File: src/tpwl_pkg.sv
// constants and types for the trickle power wakeup logic
package tpwl_pkg;

  // register byte offsets
  localparam logic [7:0] OFS_WAKE_STATUS = 8'h00;
  localparam logic [7:0] OFS_WAKE_CLEAR  = 8'h04;
  localparam logic [7:0] OFS_WAKE_ENABLE = 8'h08;
  localparam logic [7:0] OFS_GPIO_STATUS = 8'h0c;
  localparam logic [7:0] OFS_GPIO_CLEAR  = 8'h10;
  localparam logic [7:0] OFS_GPIO_ENABLE = 8'h14;
  localparam logic [7:0] OFS_GPIO_DATA   = 8'h18;
  localparam logic [7:0] OFS_GPIO_DIR    = 8'h1c;
  localparam logic [7:0] OFS_PIN_CTRL    = 8'h20;
  localparam logic [7:0] OFS_PIN_STATUS  = 8'h24;

  // wake source bit positions
  localparam int unsigned SRC_RING  = 0;
  localparam int unsigned SRC_KBD   = 1;
  localparam int unsigned SRC_MOUSE = 2;
  localparam int unsigned SRC_KEY   = 3;
  localparam int unsigned SRC_TACH  = 4;
  localparam int unsigned SRC_W     = 5;

  // synchroniser vector positions, wake gpio inputs follow from I_GPIO
  localparam int unsigned I_SLOW = 5;
  localparam int unsigned I_MAIN = 6;
  localparam int unsigned I_HARD = 7;
  localparam int unsigned I_RET  = 8;
  localparam int unsigned I_NW   = 9;
  localparam int unsigned I_GPIO = 10;

  // pin status bit positions
  localparam int unsigned PS_MAIN = 0;
  localparam int unsigned PS_RET  = 1;
  localparam int unsigned PS_NW   = 2;
  localparam int unsigned PS_PME  = 3;
  localparam int unsigned PS_SLOW = 4;

  // internal substitute slow clock divider
  localparam int unsigned PCLK_HZ     = 100_000_000;
  localparam int unsigned SLOW_HZ     = 32768;
  localparam int unsigned INT_DIV     = PCLK_HZ / SLOW_HZ;
  localparam logic [11:0] INT_DIV_MAX = 12'(INT_DIV - 1);

  // led blink half period in slow ticks
  localparam int unsigned LED_HALF_TICKS_DEF = 16384;

  typedef enum logic [1:0] {
    LED_OFF     = 2'b00,
    LED_ON      = 2'b01,
    LED_BLINK   = 2'b10,
    LED_BLINK_N = 2'b11
  } tpwl_led_mode_t;

  typedef struct packed {
    logic           clk32_absent;
    tpwl_led_mode_t led_output_two_mode;
    tpwl_led_mode_t led_output_one_mode;
    logic           nw_data;
    logic           nw_dir;
    logic           ret_data;
    logic           ret_alt;
    logic           ret_odrain;
    logic           ret_inv;
    logic           ret_dir;
    logic           fan_inv;
    logic           fan_data;
  } tpwl_pin_ctrl_t;

  localparam tpwl_pin_ctrl_t PIN_CTRL_RST = '0;
  localparam logic [SRC_W-1:0] WAKE_RST   = '0;

endpackage : tpwl_pkg

File: src/tpwl_top.sv
// trickle powered wakeup logic with apb register slave and pin control
//
// Local design decisions: the address map and the APB slave port.
module tpwl_top #(
  parameter int unsigned N_GPIO         = 8,
  parameter int unsigned LED_HALF_TICKS = tpwl_pkg::LED_HALF_TICKS_DEF
) (
  // clock and trickle power-on reset
  input  wire logic              pclk,
  input  wire logic              presetn,
  // apb slave
  input  wire logic              psel,
  input  wire logic              penable,
  input  wire logic              pwrite,
  input  wire logic [7:0]        paddr,
  input  wire logic [31:0]       pwdata,
  output logic      [31:0]       prdata,
  output logic                   pready,
  output logic                   pslverr,
  // supply state and slow clock
  input  wire logic              main_supply_good,
  input  wire logic              hard_reset_in,
  input  wire logic              slow_clk_in,
  // wake sources
  input  wire logic              ring_indicator_in,
  input  wire logic              keyboard_data_in,
  input  wire logic              mouse_data_in,
  input  wire logic              key_match_in,
  input  wire logic              fan_tach_in,
  input  wire logic [N_GPIO-1:0] gpio_wake_in,
  output logic      [N_GPIO-1:0] gpio_wake_out,
  output logic      [N_GPIO-1:0] gpio_wake_oe,
  // power event, open drain, and interrupt
  output logic                   power_event_out,
  output logic                   power_event_oe,
  output logic                   irq,
  // fan control pin
  output logic                   fan_control_out,
  output logic                   fan_control_oe,
  // retained configuration gpio
  input  wire logic              retained_config_gpio_in,
  input  wire logic              ret_alt_func_in,
  output logic                   retained_config_gpio_out,
  output logic                   retained_config_gpio_oe,
  // non wake gpio
  input  wire logic              non_wake_gpio_in,
  output logic                   non_wake_gpio_out,
  output logic                   non_wake_gpio_oe,
  // led pins
  output logic                   led_pin_one_out,
  output logic                   led_pin_one_oe,
  output logic                   led_pin_two_out,
  output logic                   led_pin_two_oe
);
  import tpwl_pkg::*;

  localparam int unsigned SW = I_GPIO + N_GPIO;

  // refuse gpio widths the register words cannot hold and led half periods the 16-bit counter cannot count
  generate
    if (N_GPIO < 1 || N_GPIO > 32) begin : g_bad_gpio
      $error("N_GPIO must be 1 to 32");
    end
    if (LED_HALF_TICKS < 1 || LED_HALF_TICKS > 65536) begin : g_bad_led
      $error("LED_HALF_TICKS must be 1 to 65536");
    end
  endgenerate

  localparam logic [15:0] LED_MAX = 16'(LED_HALF_TICKS - 1);

  function automatic logic rise(input logic prev, input logic cur);
    return ~prev & cur;
  endfunction : rise

  function automatic logic fall(input logic prev, input logic cur);
    return prev & ~cur;
  endfunction : fall

  function automatic logic is_mapped(input logic [7:0] a);
    return (a == OFS_WAKE_STATUS) || (a == OFS_WAKE_CLEAR) || (a == OFS_WAKE_ENABLE) ||
           (a == OFS_GPIO_STATUS) || (a == OFS_GPIO_CLEAR) || (a == OFS_GPIO_ENABLE) ||
           (a == OFS_GPIO_DATA)   || (a == OFS_GPIO_DIR)   || (a == OFS_PIN_CTRL)    ||
           (a == OFS_PIN_STATUS);
  endfunction : is_mapped

  function automatic logic led_level(input tpwl_led_mode_t m, input logic ph);
    logic v;
    v = 1'b0;
    unique case (m)
      LED_OFF:     v = 1'b0;
      LED_ON:      v = 1'b1;
      LED_BLINK:   v = ph;
      LED_BLINK_N: v = ~ph;
    endcase
    return v;
  endfunction : led_level

  logic [SW-1:0]     raw;
  logic [SW-1:0]     sync1_r;
  logic [SW-1:0]     sync2_r;
  logic [SW-1:0]     sync3_r;
  logic [SRC_W-1:0]  wake_st_r;
  logic [SRC_W-1:0]  wake_st_nxt;
  logic [SRC_W-1:0]  wake_en_r;
  logic [SRC_W-1:0]  wake_set;
  logic [SRC_W-1:0]  wake_clr;
  logic [N_GPIO-1:0] gpio_st_r;
  logic [N_GPIO-1:0] gpio_st_nxt;
  logic [N_GPIO-1:0] gpio_en_r;
  logic [N_GPIO-1:0] gpio_set;
  logic [N_GPIO-1:0] gpio_clr;
  logic [N_GPIO-1:0] gpio_dout_r;
  logic [N_GPIO-1:0] gpio_dir_r;
  tpwl_pin_ctrl_t    pin_ctrl_r;
  logic              main_ok;
  logic              slow_ok;
  logic              ext_tick;
  logic              int_tick;
  logic              slow_tick;
  logic [11:0]       int_div_r;
  logic [15:0]       led_cnt_r;
  logic              led_phase_r;
  logic              pme_nxt;
  logic              acc;
  logic              done;
  logic              wr;
  logic [31:0]       rdata_nxt;
  logic              fan_reset;
  logic              ret_lvl;
  logic              ret_pin;

  // every external level except ret_alt_func_in passes two flops before use, the third only feeds edge detection
  assign raw = {gpio_wake_in, non_wake_gpio_in, retained_config_gpio_in, hard_reset_in,
                main_supply_good, slow_clk_in, fan_tach_in, key_match_in,
                mouse_data_in, keyboard_data_in, ring_indicator_in};

  // input synchronisers, all on trickle power
  always_ff @(posedge pclk or negedge presetn) begin
    if (!presetn) begin
      sync1_r <= '0;
      sync2_r <= '0;
      sync3_r <= '0;
    end else begin
      sync1_r <= raw;
      sync2_r <= sync1_r;
      sync3_r <= sync2_r;
    end
  end

  assign main_ok   = sync2_r[I_MAIN];
  // slow functions only have a clock if the external one runs or main power is up
  assign slow_ok   = ~pin_ctrl_r.clk32_absent | main_ok;
  assign ext_tick  = rise(sync3_r[I_SLOW], sync2_r[I_SLOW]);
  assign int_tick  = main_ok && (int_div_r == INT_DIV_MAX);
  assign slow_tick = pin_ctrl_r.clk32_absent ? int_tick : ext_tick;

  // substitute slow clock, runs only from the main-supply oscillator
  always_ff @(posedge pclk or negedge presetn) begin
    if (!presetn) begin
      int_div_r <= '0;
    end else if (!main_ok || int_tick) begin
      int_div_r <= '0;
    end else begin
      int_div_r <= int_div_r + 12'h001;
    end
  end

  // wake events: ring, keyboard and mouse on falling edge, slow-clocked sources gated
  always_comb begin
    wake_set            = '0;
    wake_set[SRC_RING]  = fall(sync3_r[SRC_RING], sync2_r[SRC_RING]);
    wake_set[SRC_KBD]   = fall(sync3_r[SRC_KBD], sync2_r[SRC_KBD]);
    wake_set[SRC_MOUSE] = fall(sync3_r[SRC_MOUSE], sync2_r[SRC_MOUSE]);
    wake_set[SRC_KEY]   = slow_ok & rise(sync3_r[SRC_KEY], sync2_r[SRC_KEY]);
    wake_set[SRC_TACH]  = slow_ok & rise(sync3_r[SRC_TACH], sync2_r[SRC_TACH]);
  end

  // any edge on a wake gpio is an event, the non-wake gpio is not in this vector
  assign gpio_set = sync2_r[SW-1:I_GPIO] ^ sync3_r[SW-1:I_GPIO];

  // apb: one wait state, write takes effect where pready is seen high, read data is sampled in the wait state before it
  assign acc  = psel & penable;
  assign done = acc & pready;
  assign wr   = done & pwrite;

  assign wake_clr = (wr && paddr == OFS_WAKE_CLEAR) ? pwdata[SRC_W-1:0] : '0;
  assign gpio_clr = (wr && paddr == OFS_GPIO_CLEAR) ? pwdata[N_GPIO-1:0] : '0;

  // a new event beats a clear in the same cycle
  assign wake_st_nxt = (wake_st_r & ~wake_clr) | wake_set;
  assign gpio_st_nxt = (gpio_st_r & ~gpio_clr) | gpio_set;

  // sticky status, reset only by the trickle power-on reset
  always_ff @(posedge pclk or negedge presetn) begin
    if (!presetn) begin
      wake_st_r <= WAKE_RST;
      gpio_st_r <= '0;
    end else begin
      wake_st_r <= wake_st_nxt;
      gpio_st_r <= gpio_st_nxt;
    end
  end

  // main supply returning or a hard reset parks the fan pin low
  assign fan_reset = rise(sync3_r[I_MAIN], sync2_r[I_MAIN]) | sync2_r[I_HARD];

  // software-written configuration
  always_ff @(posedge pclk or negedge presetn) begin
    if (!presetn) begin
      wake_en_r   <= WAKE_RST;
      gpio_en_r   <= '0;
      gpio_dout_r <= '0;
      gpio_dir_r  <= '0;
      pin_ctrl_r  <= PIN_CTRL_RST;
    end else begin
      if (wr && paddr == OFS_WAKE_ENABLE) begin
        wake_en_r <= pwdata[SRC_W-1:0];
      end
      if (wr && paddr == OFS_GPIO_ENABLE) begin
        gpio_en_r <= pwdata[N_GPIO-1:0];
      end
      if (wr && paddr == OFS_GPIO_DATA) begin
        gpio_dout_r <= pwdata[N_GPIO-1:0];
      end
      if (wr && paddr == OFS_GPIO_DIR) begin
        gpio_dir_r <= pwdata[N_GPIO-1:0];
      end
      if (wr && paddr == OFS_PIN_CTRL) begin
        pin_ctrl_r <= tpwl_pin_ctrl_t'(pwdata[$bits(tpwl_pin_ctrl_t)-1:0]);
      end
      if (fan_reset) begin
        pin_ctrl_r.fan_data <= 1'b0;
        pin_ctrl_r.fan_inv  <= 1'b0;
      end
    end
  end

  // read multiplexer, unused bits read as zero
  always_comb begin
    rdata_nxt = '0;
    unique case (paddr)
      OFS_WAKE_STATUS: rdata_nxt[SRC_W-1:0]  = wake_st_r;
      OFS_WAKE_ENABLE: rdata_nxt[SRC_W-1:0]  = wake_en_r;
      OFS_GPIO_STATUS: rdata_nxt[N_GPIO-1:0] = gpio_st_r;
      OFS_GPIO_ENABLE: rdata_nxt[N_GPIO-1:0] = gpio_en_r;
      OFS_GPIO_DATA:   rdata_nxt[N_GPIO-1:0] = sync2_r[SW-1:I_GPIO];
      OFS_GPIO_DIR:    rdata_nxt[N_GPIO-1:0] = gpio_dir_r;
      OFS_PIN_CTRL:    rdata_nxt[$bits(tpwl_pin_ctrl_t)-1:0] = pin_ctrl_r;
      OFS_PIN_STATUS: begin
        rdata_nxt[PS_MAIN] = main_ok;
        rdata_nxt[PS_RET]  = sync2_r[I_RET];
        rdata_nxt[PS_NW]   = sync2_r[I_NW];
        rdata_nxt[PS_PME]  = power_event_oe;
        rdata_nxt[PS_SLOW] = slow_ok;
      end
      default:         rdata_nxt = '0;
    endcase
  end

  // apb answer registers
  always_ff @(posedge pclk or negedge presetn) begin
    if (!presetn) begin
      pready  <= 1'b0;
      prdata  <= '0;
      pslverr <= 1'b0;
    end else begin
      pready <= acc & ~pready;
      if (acc && !pready) begin
        prdata  <= pwrite ? 32'h0000_0000 : rdata_nxt;
        pslverr <= ~is_mapped(paddr);
      end else if (done) begin
        prdata  <= '0;
        pslverr <= 1'b0;
      end
    end
  end

  // led blink phase, advances only on slow ticks
  always_ff @(posedge pclk or negedge presetn) begin
    if (!presetn) begin
      led_cnt_r   <= '0;
      led_phase_r <= 1'b0;
    end else if (slow_tick) begin
      if (led_cnt_r == LED_MAX) begin
        led_cnt_r   <= '0;
        led_phase_r <= ~led_phase_r;
      end else begin
        led_cnt_r <= led_cnt_r + 16'h0001;
      end
    end
  end

  // any latched and enabled event requests wakeup, whatever the main supply does
  assign pme_nxt = |(wake_st_r & wake_en_r) | |(gpio_st_r & gpio_en_r);

  // retained gpio: alternate function only while main power is up, config kept either way
  assign ret_pin = (pin_ctrl_r.ret_alt && main_ok) ? ret_alt_func_in : pin_ctrl_r.ret_data;
  assign ret_lvl = ret_pin ^ pin_ctrl_r.ret_inv;

  // registered pin drivers
  always_ff @(posedge pclk or negedge presetn) begin
    if (!presetn) begin
      power_event_out          <= 1'b0;
      power_event_oe           <= 1'b0;
      irq                      <= 1'b0;
      gpio_wake_out            <= '0;
      gpio_wake_oe             <= '0;
      fan_control_out          <= 1'b0;
      fan_control_oe           <= 1'b0;
      retained_config_gpio_out <= 1'b0;
      retained_config_gpio_oe  <= 1'b0;
      non_wake_gpio_out        <= 1'b0;
      non_wake_gpio_oe         <= 1'b0;
      led_pin_one_out          <= 1'b0;
      led_pin_one_oe           <= 1'b0;
      led_pin_two_out          <= 1'b0;
      led_pin_two_oe           <= 1'b0;
    end else begin
      // open drain: only ever pulls low
      power_event_out <= 1'b0;
      power_event_oe  <= pme_nxt;
      irq             <= pme_nxt;
      // main-powered buffers release without main supply
      gpio_wake_out   <= gpio_dout_r;
      gpio_wake_oe    <= gpio_dir_r & {N_GPIO{main_ok}};
      // fan pin: inversion applies only with main supply
      fan_control_out <= main_ok ? (pin_ctrl_r.fan_data ^ pin_ctrl_r.fan_inv)
                                 : pin_ctrl_r.fan_data;
      fan_control_oe  <= 1'b1;
      // retained gpio honours push-pull or open drain
      retained_config_gpio_out <= pin_ctrl_r.ret_odrain ? 1'b0 : ret_lvl;
      retained_config_gpio_oe  <= main_ok & pin_ctrl_r.ret_dir &
                                  (~pin_ctrl_r.ret_odrain | ~ret_lvl);
      non_wake_gpio_out <= pin_ctrl_r.nw_data;
      non_wake_gpio_oe  <= main_ok & pin_ctrl_r.nw_dir;
      // led pins run from trickle power and keep driving
      led_pin_one_out <= led_level(pin_ctrl_r.led_output_one_mode, led_phase_r);
      led_pin_one_oe  <= 1'b1;
      led_pin_two_out <= led_level(pin_ctrl_r.led_output_two_mode, led_phase_r);
      led_pin_two_oe  <= 1'b1;
    end
  end

endmodule : tpwl_top

File: config.mk
export PLATFORM = sky130hd
export DESIGN_NAME = tpwl_top
export DESIGN_NICKNAME = d
export VERILOG_FILES = /design/src/tpwl_pkg.sv /design/src/tpwl_top.sv
export SDC_FILE = /design/constraint.sdc
export NUM_CORES = 1
export LEC_CHECK = 0
export BUFFER_PORTS_ARGS = -buffer_cell sky130_fd_sc_hd__buf_2
export CORE_ASPECT_RATIO = 1.4
export CORE_MARGIN = 5
export CORE_UTILIZATION = 55
export DETAILED_ROUTE_END_ITERATION = 10
export HOLD_SLACK_MARGIN = 0.08
export PLACE_DENSITY = 0.79
export SYNTH_ARGS = -nofsm -noshare
export SYNTH_HDL_FRONTEND = slang
export SYNTH_SLANG_ARGS = --single-unit
File: constraint.sdc
create_clock -name pclk -period 3.4 [get_ports pclk]
set_input_delay 0.68 -clock pclk [delete_from_list [all_inputs] [get_ports pclk]]
set_output_delay 0.68 -clock pclk [all_outputs]
set_load 0.02 [all_outputs]
==> results_dict.tcl <==
set metrics [dict create \
    status "finished clean" \
    cts_made_buffers 17 \
    wl_mm 15.63 \
    async_flop_share_pct 100.0 \
    fin_skew_ps 11.29 \
    drc 0 \
    clk_latency_ps 420 \
    p_per_area_nw_per_um2 543.1 \
    io_buffers 89 \
    synth_top_area_share_pct 61.68 \
    finalNetCount 708 \
    place_congestion 0.9183 \
    antenna_found_initial 0 \
    htree_levels 4 \
    rows 49 \
    cpMaxStageDelayCell "nand2_1" \
    first_pass_iters 4 \
    synth_edf_count 0 \
    cap_viol_max_count 0 \
    drt_iter0_markers 308 \
    post_cts_buffers 0 \
    final_area_um2 8324 \
    hold_class "in2async" \
    dieHeight_um 145.2 \
    wl_per_cell_um 19.36 \
    hold_viol 0 \
    synthCells 547 \
    vias 4674 \
    syn2layout_area_growth_pct 15.93 \
    dp_hpwl_mm 10.81 \
    antenna_cells 0 \
    maxSlewHeadroom_pct 44.42 \
    grt_start_max_net_pins 97 \
    grt_setup_unrepaired "no" \
    max_stage_delay_ps 520 \
    start_util_pct 56.04 \
    syn_avg_cell_area_um2 13.13 \
    crit_family "simple AND/OR/NAND/NOR gates" \
    p_leak_nw 4.178 \
    cp.depth 5 \
    grt_pass1_vias 4941 \
    tritoncts "done" \
    cp_max_fo 21 \
    arrival_ps 2660 \
    die_w_um 106.6 \
    drive_above_1_share_pct 29.51 \
    dpl-instance-area_um2 7692 \
    cts.sinks 177 \
    synth_seq_area_share_pct 61.68 \
    synth_top_area_cell "dfrtp_1" \
    min_period_ps 2367 \
    end_kind "flop" \
    io_pins 127 \
    r2r_cells 7 \
    dieArea_um2 15470 \
    slew_viol_final 0 \
    holdBufCountCts 0 \
    netlist_area_um2 7181 \
    vias_per_cell 5.792 \
    worst_slew_pin_slew_ps 833.8 \
    vdd_ir_drop_max_mv 0.3719 \
    timing.fmax_ghz 0.4225 \
    grtUsageTotal_pct 21.02 \
    cp.buffers_inverters 1 \
    grt_overflow_total 0 \
    synth-seq-cells 177 \
    cts_max_path_buffers 2 \
    yosysMostFrequentCell "dfrtp_1" \
    antenna_left 0 \
    synthDistinctLibCells 56 \
    synthTopCellsByArea "dfrtp_1, mux2_2, xor2_1" \
    required_ps 3700 \
    synth_common_cells "dfrtp_1, mux2_2, nand2_1, nor2_1, buf_4" \
    grt_pass1_wl_mm 25.59 \
    finalSetupViolations 0 \
    tns_ps 0 \
    synth_warnings 0 \
    crit_chain "buf_2 -> nor3_1 -> and4b_1 -> nand2_1 -> mux2_2" \
    cp-start-kind "primary input" \
    finalCritPeriodShare_pct 69.62 \
    core_um2 12810 \
    cts_root_buf "clkbuf_16" \
    clkTransAtPathRegs_ps 70 \
    cts_resized 0 \
    crit_type "in2reg" \
    yosys_most_used_dff "dfrtp_1" \
]
## registers in the layout (all words and copies together) (netlist names), 8 cells and up
| name | flops |
|---|---|
| gpio_dir_r | 8 |
| gpio_dout_r | 8 |
| gpio_en_r | 8 |
| gpio_st_r | 8 |
| gpio_wake_oe | 8 |
| gpio_wake_out | 8 |
| int_div_r | 12 |
| led_cnt_r | 16 |
| pin_ctrl_r | 14 |
| prdata | 14 |
| sync1_r | 18 |
| sync2_r | 18 |
| sync3_r | 15 |
## layout by cell type, fill, tap and decap left out, types with 3 or more instances in the layout
cell type,count
conb_1,20
and2_1,11
xor2_1,22
nor2b_1,6
buf_2,88
nor3_4,3
nand3_1,16
a22o_1,21
a32oi_1,3
dfrtp_1,177
clkbuf_16,17
nor2_1,27
a21o_1,9
a221oi_1,3
o21ai_0,16
clkinvlp_4,3
nand4_1,4
inv_6,3
nand2b_1,4
buf_4,6
xnor2_1,8
ha_1,3
bufinv_16,4
a21oi_1,4
mux2_2,51
nand2_1,35
a22oi_1,9
o211a_1,3
nor3_1,7
inv_1,12
and3_1,7
mux2i_1,12
## worst register-to-register path: cells and delay by family, from the launching register on
family	cells	cell delay (ps)
compound gates	1	230
buf+inv	1	80
mux	1	350
flops	1	430
simple gates	3	890
fa+ha+maj	1	180
## stage by stage
step	util (%)	setup WS (ps)	cells	hold slack, ps	power (W)
after floorplan	-	1252	565	331.2	0.002387
after global placement	60.03	706.2	775	333.2	0.002482
after detailed placement	60.03	649.3	775	334.7	0.002495
after CTS	64.96	1069	807	346.5	0.004560
after global routing	64.96	972.1	807	344.4	0.004686
final	64.96	1033	807	318.5	0.004521
## path summary, 6_finish.rpt
kind,end,slack (ps),start
max,pin_ctrl_r[9]$_DFFE_PN0P_,1030,paddr[3]
min,gpio_wake_out[1]$_DFF_PN0_,320,presetn
max reg2reg,led_cnt_r[14]$_DFFE_PN0P_,1110,int_div_r[0]$_DFF_PN0_
min reg2reg,sync2_r[16]$_DFF_PN0_,350,sync1_r[16]$_DFF_PN0_
max in group asynchronous,pin_ctrl_r[3]$_DFFE_PN0P_,2230,presetn
min in group pclk,sync2_r[16]$_DFF_PN0_,350,sync1_r[16]$_DFF_PN0_
## kinds of logic after synthesis
logic type	share of synthesized area [%]
other cells	0.1046
flops	61.68
simple gates	11.60
mux	9.828
compound gates	8.573
xor+xnor	3.659
buf+inv	4.025
fa+ha+maj	0.5228
## power breakdown
part	switching [W]	internal (W)	total, W	leakage (nW)
clock network	0.000821	0.00124	0.00206	0.299
logic	0.000157	0.0000804	0.000238	1.61
registers	0.0000505	0.00217	0.00222	2.27
## routing by layer
metal / vias to the layer above / global-route usage [%] / share of wire, %
met5: - / 0 / 0
met1: 2375 / 25.84 / 39
met4: 0 / 8.765 / 3.0
li1: 2080 / - / -
met3: 34 / 4.178 / 5.5
met2: 185 / 36.03 / 52
## cell type report
cell class / count / area [um2]
Fill cell: 918 / 4489
Sequential cell: 177 / 4429
Multi-Input combinational cell: 338 / 2530
Timing Repair Buffer: 95 / 496.7
Clock buffer: 18 / 429.2
Clock inverter: 14 / 202.7
Tap cell: 153 / 191.4
Inverter: 12 / 45.04
Note: power is estimated with default switching activity, not from simulation.
